## config.mk

```make
export PLATFORM = sky130hd
export DESIGN_NAME = output_driver_power_protection
export DESIGN_NICKNAME = d
export VERILOG_FILES = /design/src/pkg/output_driver_pkg.sv /design/src/pkg/stage_if.sv /design/src/rtl/output_driver_power_protection.sv /design/src/rtl/fault_sync.sv /design/src/rtl/stage_ramp.sv
export VERILOG_INCLUDE_DIRS = /design/src /design/src/pkg
export SDC_FILE = /design/constraint.sdc
export NUM_CORES = 1
export LEC_CHECK = 0
export ABC_AREA = 1
export BUFFER_PORTS_ARGS = -buffer_cell sky130_fd_sc_hd__buf_2
export CAP_MARGIN = 20
export CORE_ASPECT_RATIO = 1.75
export CORE_MARGIN = 2
export CORE_UTILIZATION = 45
export CTS_CLUSTER_DIAMETER = 40
export CTS_CLUSTER_SIZE = 10
export DETAILED_ROUTE_END_ITERATION = 16
export PLACE_DENSITY_LB_ADDON = 0.25
export SLEW_MARGIN = 40
export SYNTH_ARGS = -nofsm -noshare
export SYNTH_HDL_FRONTEND = slang
export SYNTH_SLANG_ARGS = --single-unit
```

## constraint.sdc

```tcl
create_clock -name mclk -period 2.6 [get_ports mclk]
set_input_delay 0.52 -clock mclk [delete_from_list [all_inputs] [get_ports mclk]]
set_output_delay 0.52 -clock mclk [all_outputs]
set_load 0.005 [all_outputs]
```

## src/pkg/output_driver_consts.svh

```systemverilog
/*
  offsets, field positions, reset values and timing counts of the
  output driver power and protection block.
  assumes: included by bare name from design files.
*/
`ifndef OUTPUT_DRIVER_CONSTS_SVH
`define OUTPUT_DRIVER_CONSTS_SVH

// ****************************************************
// register pages and offsets
// ****************************************************
`define PAGE_STATUS         1'h0
`define PAGE_ANALOG         1'h1
`define OVERTEMP_STATUS_OFS 7'h03
`define HP_DRIVER_CTRL_OFS  7'h1f
`define SPK_DRIVER_CTRL_OFS 7'h20
`define LEFT_HP_GAIN_OFS    7'h28
`define RIGHT_HP_GAIN_OFS   7'h29
`define SPK_GAIN_OFS        7'h2a
`define HP_POWER_MODE_OFS   7'h2c

// ****************************************************
// field positions
// ****************************************************
`define PWR_LEFT_BIT        7
`define PWR_RIGHT_BIT       6
`define PWR_SPK_BIT         7
`define CM_MSB              4
`define CM_LSB              3
`define SC_MODE_BIT         1
`define FAULT_FLAG_BIT      0
`define OVERTEMP_BIT        1
`define HP_GAIN_MSB         6
`define HP_GAIN_LSB         3
`define SPK_GAIN_MSB        4
`define SPK_GAIN_LSB        3
`define MUTE_BIT            2
`define LINEOUT_MSB         2
`define LINEOUT_LSB         1
`define LINEOUT_CODE        2'h3

// ****************************************************
// reset values and timing
// ****************************************************
`define REG_RESET           8'h00
`define MCLK_PERIOD_NS      4
`define SOFT_START_NS       1000
`define SOFT_START_CYCLES   ((`SOFT_START_NS + `MCLK_PERIOD_NS - 1) / `MCLK_PERIOD_NS)

`endif

```

## src/pkg/output_driver_pkg.sv

```systemverilog
/*
  types shared by the output driver block.
  assumes: constants come from output_driver_consts.svh.
*/
`default_nettype none

package output_driver_pkg;

  // one byte of the register file
  typedef logic [7:0] reg_byte_t;

  // output stage index
  typedef enum logic [1:0]
  {
    STAGE_LEFT  = 2'b00,
    STAGE_RIGHT = 2'b01,
    STAGE_SPK   = 2'b10
  } stage_t;

  // soft-start level counter
  typedef logic [7:0] ramp_cnt_t;

endpackage : output_driver_pkg

`default_nettype wire

```

## src/pkg/stage_if.sv

```systemverilog
/*
  carrier between the register core and the soft-start ramps.
  assumes: one bit per stage, indexed by output_driver_pkg::stage_t.
*/
`timescale 1ns/10ps
`default_nettype none

interface stage_if;
  logic [2:0] power_req;  // stage power bits
  logic [2:0] at_full;    // ramp finished up
  logic [2:0] ramping;    // ramp in progress

  modport ctrl
  (
    output power_req,
    input  at_full,
    input  ramping
  );

  modport ramp
  (
    input  power_req,
    output at_full,
    output ramping
  );
endinterface : stage_if

`default_nettype wire

```

## src/rtl/output_driver_power_protection.sv

```systemverilog
/*
  register core and protection logic for the headphone pair and the
  mono class-d speaker: power, gain, mute, common mode, lineout mode,
  short-circuit response and status flags.
  assumes: the serial control port decodes page, offset and strobes on
  mclk; fault detector inputs are asynchronous levels from the analog.
*/
// Notes on behaviour
// - writing 11 into d2..d1 of power mode puts headphones in lineout mode
// - d4..d3 of headphone control pick one of four common-mode levels
// - headphone control d7 powers left stage, d6 powers right stage
// - left gain register: gain code d6..d3, mute d2
// - right gain register: gain code d6..d3, mute d2
// - headphone short protection always on; d1 picks limit or shutdown
// - a short on either headphone sets read-only flag d0
// - in shutdown mode a short clears the affected power bit at once
// - setting a power bit again re-arms; a persisting short trips again
// - pin reset returns every register to default, software reset all but the ramp and sync flops
// - speaker control d7 powers the class-d stage
// - speaker gain register: gain code d4..d3, mute d2
// - speaker overcurrent always shuts down and sets read-only flag d0
// - setting speaker d7 again re-arms; a persisting fault trips again
// - overtemperature stops speaker switching, flag d1 of page-zero status
// - any power change runs a soft-start; all stages may start together
`timescale 1ns/10ps
`default_nettype none
`include "output_driver_consts.svh"

module output_driver_power_protection
(
  // clock, reset, enable
  input  wire logic       mclk,
  input  wire logic       rst,
  input  wire logic       clk_en,
  input  wire logic       sw_reset,
  // control port register access
  input  wire logic       reg_page,
  input  wire logic [6:0] reg_addr,
  input  wire logic       reg_wr,
  input  wire logic [7:0] reg_wdata,
  input  wire logic       reg_rd,
  output var  logic [7:0] reg_rdata,
  output var  logic       reg_rd_valid,
  // analog fault detectors
  input  wire logic       left_short,
  input  wire logic       right_short,
  input  wire logic       spk_overcurrent,
  input  wire logic       overtemp,
  // stage power and soft-start
  output var  logic       left_headphone_out_pwr,
  output var  logic       right_headphone_out_pwr,
  output var  logic       speaker_out_pwr,
  output var  logic [2:0] stage_ramping,
  output var  logic [2:0] stage_at_full,
  output var  logic       speaker_switch_en,
  // headphone settings
  output var  logic [3:0] left_gain,
  output var  logic       left_mute,
  output var  logic [3:0] right_gain,
  output var  logic       right_mute,
  output var  logic [1:0] common_mode_sel,
  output var  logic       lineout_mode,
  output var  logic       left_current_limit,
  output var  logic       right_current_limit,
  // speaker settings
  output var  logic [1:0] spk_gain,
  output var  logic       spk_mute
);

  // ****************************************************
  // declarations
  // ****************************************************
  localparam int LEFT  = int'(output_driver_pkg::STAGE_LEFT);
  localparam int RIGHT = int'(output_driver_pkg::STAGE_RIGHT);
  localparam int SPK   = int'(output_driver_pkg::STAGE_SPK);

  output_driver_pkg::reg_byte_t left_gain_reg;
  output_driver_pkg::reg_byte_t right_gain_reg;
  output_driver_pkg::reg_byte_t spk_gain_reg;
  output_driver_pkg::reg_byte_t power_mode_reg;
  output_driver_pkg::reg_byte_t rdata_next;

  logic       left_pwr_reg;
  logic       right_pwr_reg;
  logic       spk_pwr_reg;
  logic [1:0] cm_reg;
  logic       sc_mode_reg;
  logic       hp_flag_reg;
  logic       spk_flag_reg;
  logic [3:0] fault_raw;
  logic [3:0] fault_s;
  logic       master_rst;
  logic       sel_page0;
  logic       sel_page1;
  logic       wr_hp_ctrl;
  logic       wr_spk_ctrl;
  logic       wr_left_gain;
  logic       wr_right_gain;
  logic       wr_spk_gain;
  logic       wr_power_mode;
  logic       rd_hp_ctrl;
  logic       rd_spk_ctrl;
  logic       left_fault;
  logic       right_fault;
  logic       spk_fault;
  logic       left_trip;
  logic       right_trip;
  logic       hp_flag_next;
  logic       spk_flag_next;
  logic       ot_s;

  stage_if stages ();

  // ****************************************************
  // fault input synchronisers
  // ****************************************************
  assign fault_raw = {overtemp, spk_overcurrent, right_short, left_short};

  fault_sync u_sync
  (
    .mclk     (mclk),
    .rst      (rst),
    .clk_en   (clk_en),
    .async_in (fault_raw),
    .sync_out (fault_s)
  );

  assign ot_s = fault_s[3];

  // ****************************************************
  // address and strobe decode
  // ****************************************************
  assign master_rst    = rst || sw_reset;
  assign sel_page0     = (reg_page == `PAGE_STATUS);
  assign sel_page1     = (reg_page == `PAGE_ANALOG);
  assign wr_hp_ctrl    = reg_wr && sel_page1 && (reg_addr == `HP_DRIVER_CTRL_OFS);
  assign wr_spk_ctrl   = reg_wr && sel_page1 && (reg_addr == `SPK_DRIVER_CTRL_OFS);
  assign wr_left_gain  = reg_wr && sel_page1 && (reg_addr == `LEFT_HP_GAIN_OFS);
  assign wr_right_gain = reg_wr && sel_page1 && (reg_addr == `RIGHT_HP_GAIN_OFS);
  assign wr_spk_gain   = reg_wr && sel_page1 && (reg_addr == `SPK_GAIN_OFS);
  assign wr_power_mode = reg_wr && sel_page1 && (reg_addr == `HP_POWER_MODE_OFS);
  assign rd_hp_ctrl    = reg_rd && sel_page1 && (reg_addr == `HP_DRIVER_CTRL_OFS);
  assign rd_spk_ctrl   = reg_rd && sel_page1 && (reg_addr == `SPK_DRIVER_CTRL_OFS);

  // ****************************************************
  // fault qualification, only a powered stage can fault
  // ****************************************************
  assign left_fault  = fault_s[0] && left_pwr_reg;
  assign right_fault = fault_s[1] && right_pwr_reg;
  assign spk_fault   = fault_s[2] && spk_pwr_reg;
  assign left_trip   = left_fault && sc_mode_reg;
  assign right_trip  = right_fault && sc_mode_reg;

  // sticky flags clear on read, a new fault wins over the clear
  assign hp_flag_next  = (left_fault || right_fault) ||
                         (hp_flag_reg && !rd_hp_ctrl);
  assign spk_flag_next = spk_fault ||
                         (spk_flag_reg && !rd_spk_ctrl);

  // ****************************************************
  // headphone power bits, a write re-arms, a trip clears
  // ****************************************************
  always_ff @(posedge mclk)
  begin
    if (master_rst)
      left_pwr_reg <= 1'b0;
    else if (clk_en && wr_hp_ctrl)
      left_pwr_reg <= reg_wdata[`PWR_LEFT_BIT];
    else if (clk_en && left_trip)
      left_pwr_reg <= 1'b0;
  end

  always_ff @(posedge mclk)
  begin
    if (master_rst)
      right_pwr_reg <= 1'b0;
    else if (clk_en && wr_hp_ctrl)
      right_pwr_reg <= reg_wdata[`PWR_RIGHT_BIT];
    else if (clk_en && right_trip)
      right_pwr_reg <= 1'b0;
  end

  // ****************************************************
  // speaker power bit, overcurrent always shuts down
  // ****************************************************
  always_ff @(posedge mclk)
  begin
    if (master_rst)
      spk_pwr_reg <= 1'b0;
    else if (clk_en && wr_spk_ctrl)
      spk_pwr_reg <= reg_wdata[`PWR_SPK_BIT];
    else if (clk_en && spk_fault)
      spk_pwr_reg <= 1'b0;
  end

  // ****************************************************
  // headphone control fields and status flags
  // ****************************************************
  always_ff @(posedge mclk)
  begin
    if (master_rst)
    begin
      cm_reg       <= 2'h0;
      sc_mode_reg  <= 1'b0;
      hp_flag_reg  <= 1'b0;
      spk_flag_reg <= 1'b0;
    end
    else if (clk_en)
    begin
      if (wr_hp_ctrl)
      begin
        cm_reg      <= reg_wdata[`CM_MSB:`CM_LSB];
        sc_mode_reg <= reg_wdata[`SC_MODE_BIT];
      end
      hp_flag_reg  <= hp_flag_next;
      spk_flag_reg <= spk_flag_next;
    end
  end

  // ****************************************************
  // gain and power mode registers, stored as written
  // ****************************************************
  always_ff @(posedge mclk)
  begin
    if (master_rst)
    begin
      left_gain_reg  <= `REG_RESET;
      right_gain_reg <= `REG_RESET;
      spk_gain_reg   <= `REG_RESET;
      power_mode_reg <= `REG_RESET;
    end
    else if (clk_en)
    begin
      if (wr_left_gain)
        left_gain_reg <= reg_wdata;
      if (wr_right_gain)
        right_gain_reg <= reg_wdata;
      if (wr_spk_gain)
        spk_gain_reg <= reg_wdata;
      if (wr_power_mode)
        power_mode_reg <= reg_wdata;
    end
  end

  // ****************************************************
  // read mux, unmapped offsets read zero
  // ****************************************************
  always_comb
  begin
    rdata_next = 8'h00;
    if (sel_page0 && (reg_addr == `OVERTEMP_STATUS_OFS))
      rdata_next[`OVERTEMP_BIT] = ot_s;
    else if (sel_page1)
    begin
      unique case (reg_addr)
        `HP_DRIVER_CTRL_OFS:
        begin
          rdata_next[`PWR_LEFT_BIT]      = left_pwr_reg;
          rdata_next[`PWR_RIGHT_BIT]     = right_pwr_reg;
          rdata_next[`CM_MSB:`CM_LSB]    = cm_reg;
          rdata_next[`SC_MODE_BIT]       = sc_mode_reg;
          rdata_next[`FAULT_FLAG_BIT]    = hp_flag_reg;
        end
        `SPK_DRIVER_CTRL_OFS:
        begin
          rdata_next[`PWR_SPK_BIT]       = spk_pwr_reg;
          rdata_next[`FAULT_FLAG_BIT]    = spk_flag_reg;
        end
        `LEFT_HP_GAIN_OFS:  rdata_next = left_gain_reg;
        `RIGHT_HP_GAIN_OFS: rdata_next = right_gain_reg;
        `SPK_GAIN_OFS:      rdata_next = spk_gain_reg;
        `HP_POWER_MODE_OFS: rdata_next = power_mode_reg;
        default:            rdata_next = 8'h00;
      endcase
    end
  end

  // read data and its valid strobe, one cycle after the request
  always_ff @(posedge mclk)
  begin
    if (master_rst)
    begin
      reg_rdata    <= 8'h00;
      reg_rd_valid <= 1'b0;
    end
    else if (clk_en)
    begin
      reg_rd_valid <= reg_rd;
      if (reg_rd)
        reg_rdata <= rdata_next;
    end
  end

  // ****************************************************
  // soft-start ramps
  // ****************************************************
  assign stages.power_req[LEFT]  = left_pwr_reg;
  assign stages.power_req[RIGHT] = right_pwr_reg;
  assign stages.power_req[SPK]   = spk_pwr_reg;

  stage_ramp u_ramp
  (
    .mclk   (mclk),
    .rst    (rst),
    .clk_en (clk_en),
    .stages (stages)
  );

  assign stage_ramping = stages.ramping;
  assign stage_at_full = stages.at_full;

  // ****************************************************
  // drive towards the analog stages
  // ****************************************************
  assign left_headphone_out_pwr  = left_pwr_reg;
  assign right_headphone_out_pwr = right_pwr_reg;
  assign speaker_out_pwr         = spk_pwr_reg;
  assign left_gain   = left_gain_reg[`HP_GAIN_MSB:`HP_GAIN_LSB];
  assign left_mute   = left_gain_reg[`MUTE_BIT];
  assign right_gain  = right_gain_reg[`HP_GAIN_MSB:`HP_GAIN_LSB];
  assign right_mute  = right_gain_reg[`MUTE_BIT];
  assign spk_gain    = spk_gain_reg[`SPK_GAIN_MSB:`SPK_GAIN_LSB];
  assign spk_mute    = spk_gain_reg[`MUTE_BIT];
  assign common_mode_sel = cm_reg;

  // registered drive controls
  always_ff @(posedge mclk)
  begin
    if (master_rst)
    begin
      lineout_mode        <= 1'b0;
      left_current_limit  <= 1'b0;
      right_current_limit <= 1'b0;
      speaker_switch_en   <= 1'b0;
    end
    else if (clk_en)
    begin
      lineout_mode        <= (power_mode_reg[`LINEOUT_MSB:`LINEOUT_LSB] == `LINEOUT_CODE);
      left_current_limit  <= left_fault && !sc_mode_reg;
      right_current_limit <= right_fault && !sc_mode_reg;
      speaker_switch_en   <= stages.at_full[SPK] && !ot_s;
    end
  end

endmodule : output_driver_power_protection

`default_nettype wire

```

## src/rtl/fault_sync.sv

```systemverilog
/*
  two-flop synchronisers for the analog fault detector levels.
  assumes: inputs are asynchronous levels; nothing reads stage one.
*/
`timescale 1ns/10ps
`default_nettype none

module fault_sync
(
  // clock and control
  input  wire logic       mclk,
  input  wire logic       rst,
  input  wire logic       clk_en,
  // levels
  input  wire logic [3:0] async_in,
  output var  logic [3:0] sync_out
);

  logic [3:0] meta_reg;

  // ****************************************************
  // one synchroniser per fault bit
  // ****************************************************
  genvar i;
  generate
    for (i = 0; i < 4; i++)
    begin : g_bit
      always_ff @(posedge mclk)
      begin
        if (rst)
        begin
          meta_reg[i] <= 1'b0;
          sync_out[i] <= 1'b0;
        end
        else if (clk_en)
        begin
          meta_reg[i] <= async_in[i];
          sync_out[i] <= meta_reg[i];
        end
      end
    end
  endgenerate

endmodule : fault_sync

`default_nettype wire

```

## src/rtl/stage_ramp.sv

```systemverilog
/*
  soft-start ramps for the three output stages.
  assumes: power requests come from the register core on mclk.
*/
`timescale 1ns/10ps
`default_nettype none
`include "output_driver_consts.svh"

module stage_ramp
(
  // clock and control
  input  wire logic   mclk,
  input  wire logic   rst,
  input  wire logic   clk_en,
  // stage carrier
  stage_if.ramp       stages
);

  localparam output_driver_pkg::ramp_cnt_t RAMP_TOP =
    output_driver_pkg::ramp_cnt_t'(`SOFT_START_CYCLES);

  // ****************************************************
  // per stage level counter, up when powered, down when not
  // ****************************************************
  genvar i;
  generate
    for (i = 0; i < 3; i++)
    begin : g_stage
      output_driver_pkg::ramp_cnt_t lvl_reg;
      logic                         up_w;
      logic                         down_w;

      assign up_w   = stages.power_req[i] && (lvl_reg != RAMP_TOP);
      assign down_w = !stages.power_req[i] && (lvl_reg != '0);
      assign stages.ramping[i] = up_w || down_w;
      assign stages.at_full[i] = stages.power_req[i] && (lvl_reg == RAMP_TOP);

      always_ff @(posedge mclk)
      begin
        if (rst)
          lvl_reg <= '0;
        else if (clk_en && up_w)
          lvl_reg <= lvl_reg + 8'h01;
        else if (clk_en && down_w)
          lvl_reg <= lvl_reg - 8'h01;
      end
    end
  endgenerate

endmodule : stage_ramp

`default_nettype wire

```

Word level (Yosys, flattened, before mapping)
Index checks and enable logic that the tools add are counted.
{"block": "word_totals", "memories": 0, "latch_bits": 0, "mem_bits_ro": 0, "output_inout_bits": 37, "mem_bits_rw": 0, "word_cells": 142, "input_bits": 26, "register_bits": 85}
{"block": "op_classes", "magnitude_cmp": 0, "reduce_logical": 70, "mul": 0, "n_addsub": 6, "n_mux": 23, "n_bitwise": 1, "n_div": 0, "shifts": 0, "eq_ne": 14}
{"op": "8-bit 2-to-1 mux", "n": 7}
{"op": "1-bit logical AND", "n": 41}
{"op": "7-bit by 6-bit == test with 1-bit output (second input constant)", "n": 5}
{"op": "8-bit by 1-bit adder with 8-bit output (second input constant)", "n": 3}
{"op": "8-bit == test (second input constant)", "n": 3}
{"op": "8-bit inequality test (second input constant)", "n": 3}
{"op": "8-bit nonzero test", "n": 3}
{"op": "8-bit by 1-bit subtractor with 8-bit output (second input constant)", "n": 3}
{"op": "1-bit one-hot mux with 6 select lines", "n": 2}
{"op": "2-bit AND reduction", "n": 6}
{"op": "2-bit nonzero test", "n": 6}
{"op": "1-bit one-hot mux with 5 select lines", "n": 2}
{"op": "2-bit one-hot mux with 5 select lines", "n": 1}
{"op": "1-bit 2-to-1 mux", "n": 8}
{"op": "1-bit one-hot mux with 4 select lines", "n": 2}
{"op": "7-bit by 2-bit == test with 1-bit output (second input constant)", "n": 1}
{"op": "7-bit by 5-bit == test with 1-bit output (second input constant)", "n": 1}
{"op": "1-bit logical NOT", "n": 7}
{"op": "1-bit logical OR", "n": 7}
{"op": "6-bit 2-to-1 mux", "n": 1}
{"op": "2-bit == test (second input constant)", "n": 1}
{"op": "1-bit NOT", "n": 1}

Logic depth before layout (Yosys ltp)
{"block": "depth", "ltp_word": 5, "ltp_mapped": 15, "ltp_nobuf": 15}

Modules after synthesis
Synthesis repeated with hierarchy kept, for this count alone.
{"block": "hier_totals", "cells_unflattened": 713, "hier_area_um2": 4899.7}
{"module": "output_driver_power_protection", "cells_each": 363, "n_inst": 1, "area_per_inst_um2": 2543.7, "seq_area_each_um2": 1061.0}
{"module": "stage_ramp", "cells_each": 299, "n_inst": 1, "area_per_inst_um2": 2013.2, "seq_area_each_um2": 480.5}
{"module": "fault_sync", "cells_each": 51, "n_inst": 1, "area_per_inst_um2": 342.8, "seq_area_each_um2": 160.2}

Worst setup path before layout
OpenSTA, ideal clock, no wires.
{"block": "synth_timing", "kind": "in2reg", "startpoint": "input clk_en", "endpoint": "register u_ramp.g_stage[1].lvl_reg[6]", "required_time_ns": 2.536, "path_slack_ns": 0.291, "path_buffers": 2, "setup_time_ns": 0.064, "path_stages": 10, "t_arrival_ns": 2.245, "path_cell_list": "buf_2 clkbuf_1 nand2_1 ha_1 a21oi_1 or2_2 nand3_1 xor2_1 nor2_1 nor2_1"}
{"block": "synth_via", "elab_chain_len": 2, "elab_cells_between_ends": 4, "classes_between": "mux (1); reduce/logical (3)"}
{"item": "start, declared", "line": "output_driver_power_protection.sv:34", "text": "input wire logic clk_en,"}
{"item": "1-bit logical AND, on equally long branches", "line": "stage_ramp.sv:42, stage_ramp.sv:44"}
{"item": "8-bit 2-to-1 mux or 2-bit nonzero test (tied branches)"}
{"item": "end signal, assigned", "line": "stage_ramp.sv:43", "text": "lvl_reg <= lvl_reg + 8'h01;"}
{"item": "end signal, assigned", "line": "stage_ramp.sv:45", "text": "lvl_reg <= lvl_reg - 8'h01;"}
{"item": "end, declared", "line": "stage_ramp.sv:29", "text": "output_driver_pkg::ramp_cnt_t lvl_reg;"}
Several ways; a longest one is shown, not always the timed one.
A chain may end at the register's enable or synchronous reset.

Final worst setup path
{"block": "layout_timing", "startpoint": "register u_ramp.g_stage[1].lvl_reg[2]", "endpoint": "register u_ramp.g_stage[1].lvl_reg[7]"}
{"block": "layout_via", "elab_chain_len": 4, "elab_cells_between_ends": 11, "classes_between": "add/sub (2); eq/ne (1); mux (2); reduce/logical (6)"}
{"item": "parallel branches: the longest is 4 deep, another holds 8-bit by 1-bit subtractor with 8-bit output"}
Several ways; the timed one is not identified. The select of a mux whose other input is x is not followed.

==> results.ini <==
[run_status]
status=completed

[worst_setup_path]
start_kind=flop
worst_ep_arrival_time_ns=2.64
cp-end-kind=flop
r2r-start=u_ramp.g_stage[1].lvl_reg[2]
path_class=reg -> reg
crit_fanout=8
crit_path_start=u_ramp.g_stage[1].lvl_reg[2]
rrSetupSlack_ns=0.23
critPathRequiredTime_ns=2.87
regToRegEndpoint=u_ramp.g_stage[1].lvl_reg[7]
reg2regPathDepth=15

[place]
placed_cell_area_um2=5330
place.gp.congestion=0.990
dpl.hpwl_mm=10.4
port_buffers=62

[routing]
first_pass_iters=5
routed_via_density=5.33
vias=4811
drt-wirelength-per-cell_um=14.8
antenna_left=0
drtIter0Drc=254
drc=0
drt-total-wl_mm=13.4

[clocking]
cts_sinks=85
cts_buffer_depth=2
cts_made_buffers=9
clkTransAtPathRegs_ns=0.06
htreeDepth=3
cts_tree=built
cts_setup_buffers=0
clk_latency_ns=0.33
cts_root_buf=clkbuf_16

[worst_hold_path]
hp-class=in -> reg
min-delay-start=overtemp
hold_path_depth=3
holdPathEnd=u_sync.meta_reg[3]

[power]
p_total_uw=4150
ir_drop_mv=0.363
cellPowerDensity_nw_per_um2=739
p_leak_uw=0.00250

[final_layout]
final_common_cell=nand2_1
diodes=0
layout.nets=816
fillers=1098
final_cell_mix=nand2_1 (132), inv_1 (105), dfxtp_1 (85)
postLayoutCellArea_um2=5620
fin_util=0.526
largest_register_ff_count=24
syn2layout_area_growth_pct=13.5
drive_above_1_share=0.175

[logic_synthesis]
syn_area_um2=4960
async_flop_share=0
synth_cells=714
ys_seq_area_frac=0.343
yosysWarnings=0
ys.flop_type=dfxtp_1
synth_seq_cells=85
synth_fp_nets=762
synth_edf_count=0
synth_area_per_cell_um2=6.94
synth_cell_types=36

[sta]
worstMarginPinSlew_ns=0.683
fin_worst_skew_ns=0.00506
hold_violations=0
period_share=0.911
finalCriticalPeriod_ns=2.37
rsz0062_at_grt=false
slew_headroom=0.544
slew_violations=0
tns_ns=0
setup_viol=0
max_freq_ghz=0.422

[global_routing]
gr-usage-all-layers=0.231
antenna_found_initial=0
grt_pass1_wl_mm=22.0
grt_max_degree=32
overflow=0
grt_pass1_vias=4704

[floorplan]
die_h_um=143
die_w_um=83.3
num_io_pins=63
start_util=0.463
coreArea_um2=10700
rows=50
dieArea_um2=11900

[run]
cap_violations=0

[cell families (layout without fill, tap and decap cells)]
| logic type | count (synthesis) | in the layout | synth area share |
|---|---|---|---|
| AO/OA/AOI/OAI | 169 | 169 | 0.190 |
| XOR/XNOR | 12 | 12 | 0.0212 |
| adder cells (fa/ha/maj) | 22 | 22 | 0.0601 |
| buffers and inverters | 139 | 198 | 0.117 |
| flip-flops | 85 | 85 | 0.343 |
| AND/OR/NAND/NOR | 287 | 287 | 0.269 |
[power breakdown]
group	switching, uW	total (uW)	internal, uW
sequential	126	1550	1420
clock	513	1260	744
combinational	820	1350	526
total	1460	4150	2700
[repair_timing]
item                                    in CTS  in global routing
resized for setup                            0                  2
endpoints found under the setup margin       0                  3
endpoints found under the hold margin        0                  0
hold buffers                                 0                  0
[Yosys cell counts (8+ instances only)]
library cell / number / share of area
a211oi_2: 8 / 0.020
a21oi_1: 73 / 0.074
dfxtp_1: 85 / 0.34
nand3_1: 48 / 0.048
clkbuf_1: 9 / 0.0068
inv_1: 106 / 0.080
ha_1: 19 / 0.048
nand4_1: 9 / 0.011
o21ai_0: 65 / 0.066
buf_4: 10 / 0.015
o21ai_1: 11 / 0.011
nand2_1: 133 / 0.10
nor2_1: 66 / 0.050
xnor2_1: 9 / 0.016
nand2_2: 8 / 0.010
[routing by layer]
layer	part of all wire	up-vias	wire length, um	global-route usage
li1	-	2411	-	-
met3	0.033	39	444	0.0393
met4	0.042	0	563	0.115
met1	0.38	2226	5110	0.239
met2	0.54	135	7230	0.441
met5	0	-	0	0
[layout make-up]
cell class	instances	area (um^2)	area share
inverter	112	420	0.0748
timing repair buffer	70	370	0.0659
tap	130	163	0.0289
multi-input combinational	490	2680	0.477
clock inverter	4	48.8	0.00868
clock buffer	12	236	0.0421
sequential	85	1700	0.303
[per-stage QoR]
step / instances / hold slack [ns] / setup slack (ns)
2_1_floorplan: 714 / 0.424 / 0.291
3_3_place_gp: 887 / 0.432 / 0.286
3_5_place_dp: 887 / 0.440 / 0.155
4_1_cts: 903 / 0.410 / 0.150
5_1_grt: 903 / 0.418 / 0.00821
6_report: 903 / 0.417 / 0.232
[how the worst max path moves through the flow]
stage,end,slack [ns],depth (start not counted)
4_1_cts,u_ramp.g_stage[1].lvl_reg[7],0.15,15
3_3_place_gp,u_ramp.g_stage[2].lvl_reg[7],0.29,14
5_1_grt,u_ramp.g_stage[1].lvl_reg[7],0.008,15
3_5_place_dp,u_ramp.g_stage[2].lvl_reg[7],0.15,14
2_1_floorplan,u_ramp.g_stage[1].lvl_reg[6],0.29,10
6_report,u_ramp.g_stage[1].lvl_reg[7],0.23,15
[worst max-delay path, stage by stage (launching register included)]
cell and delay, ns:
dfxtp_1 0.36, inv_1 0.07, nand2_1 0.09, nor2_1 0.07, a21oi_1 0.21, nand2_2 0.19, ha_1 0.41, nand2_1 0.08
nand2_1 0.07, a21oi_1 0.26, nand2_1 0.12, nor2_1 0.10, nor2_1 0.05, nand3_1 0.08, nand2_1 0.05, nor2_1 0.09
(Power assumes the default switching activity.)
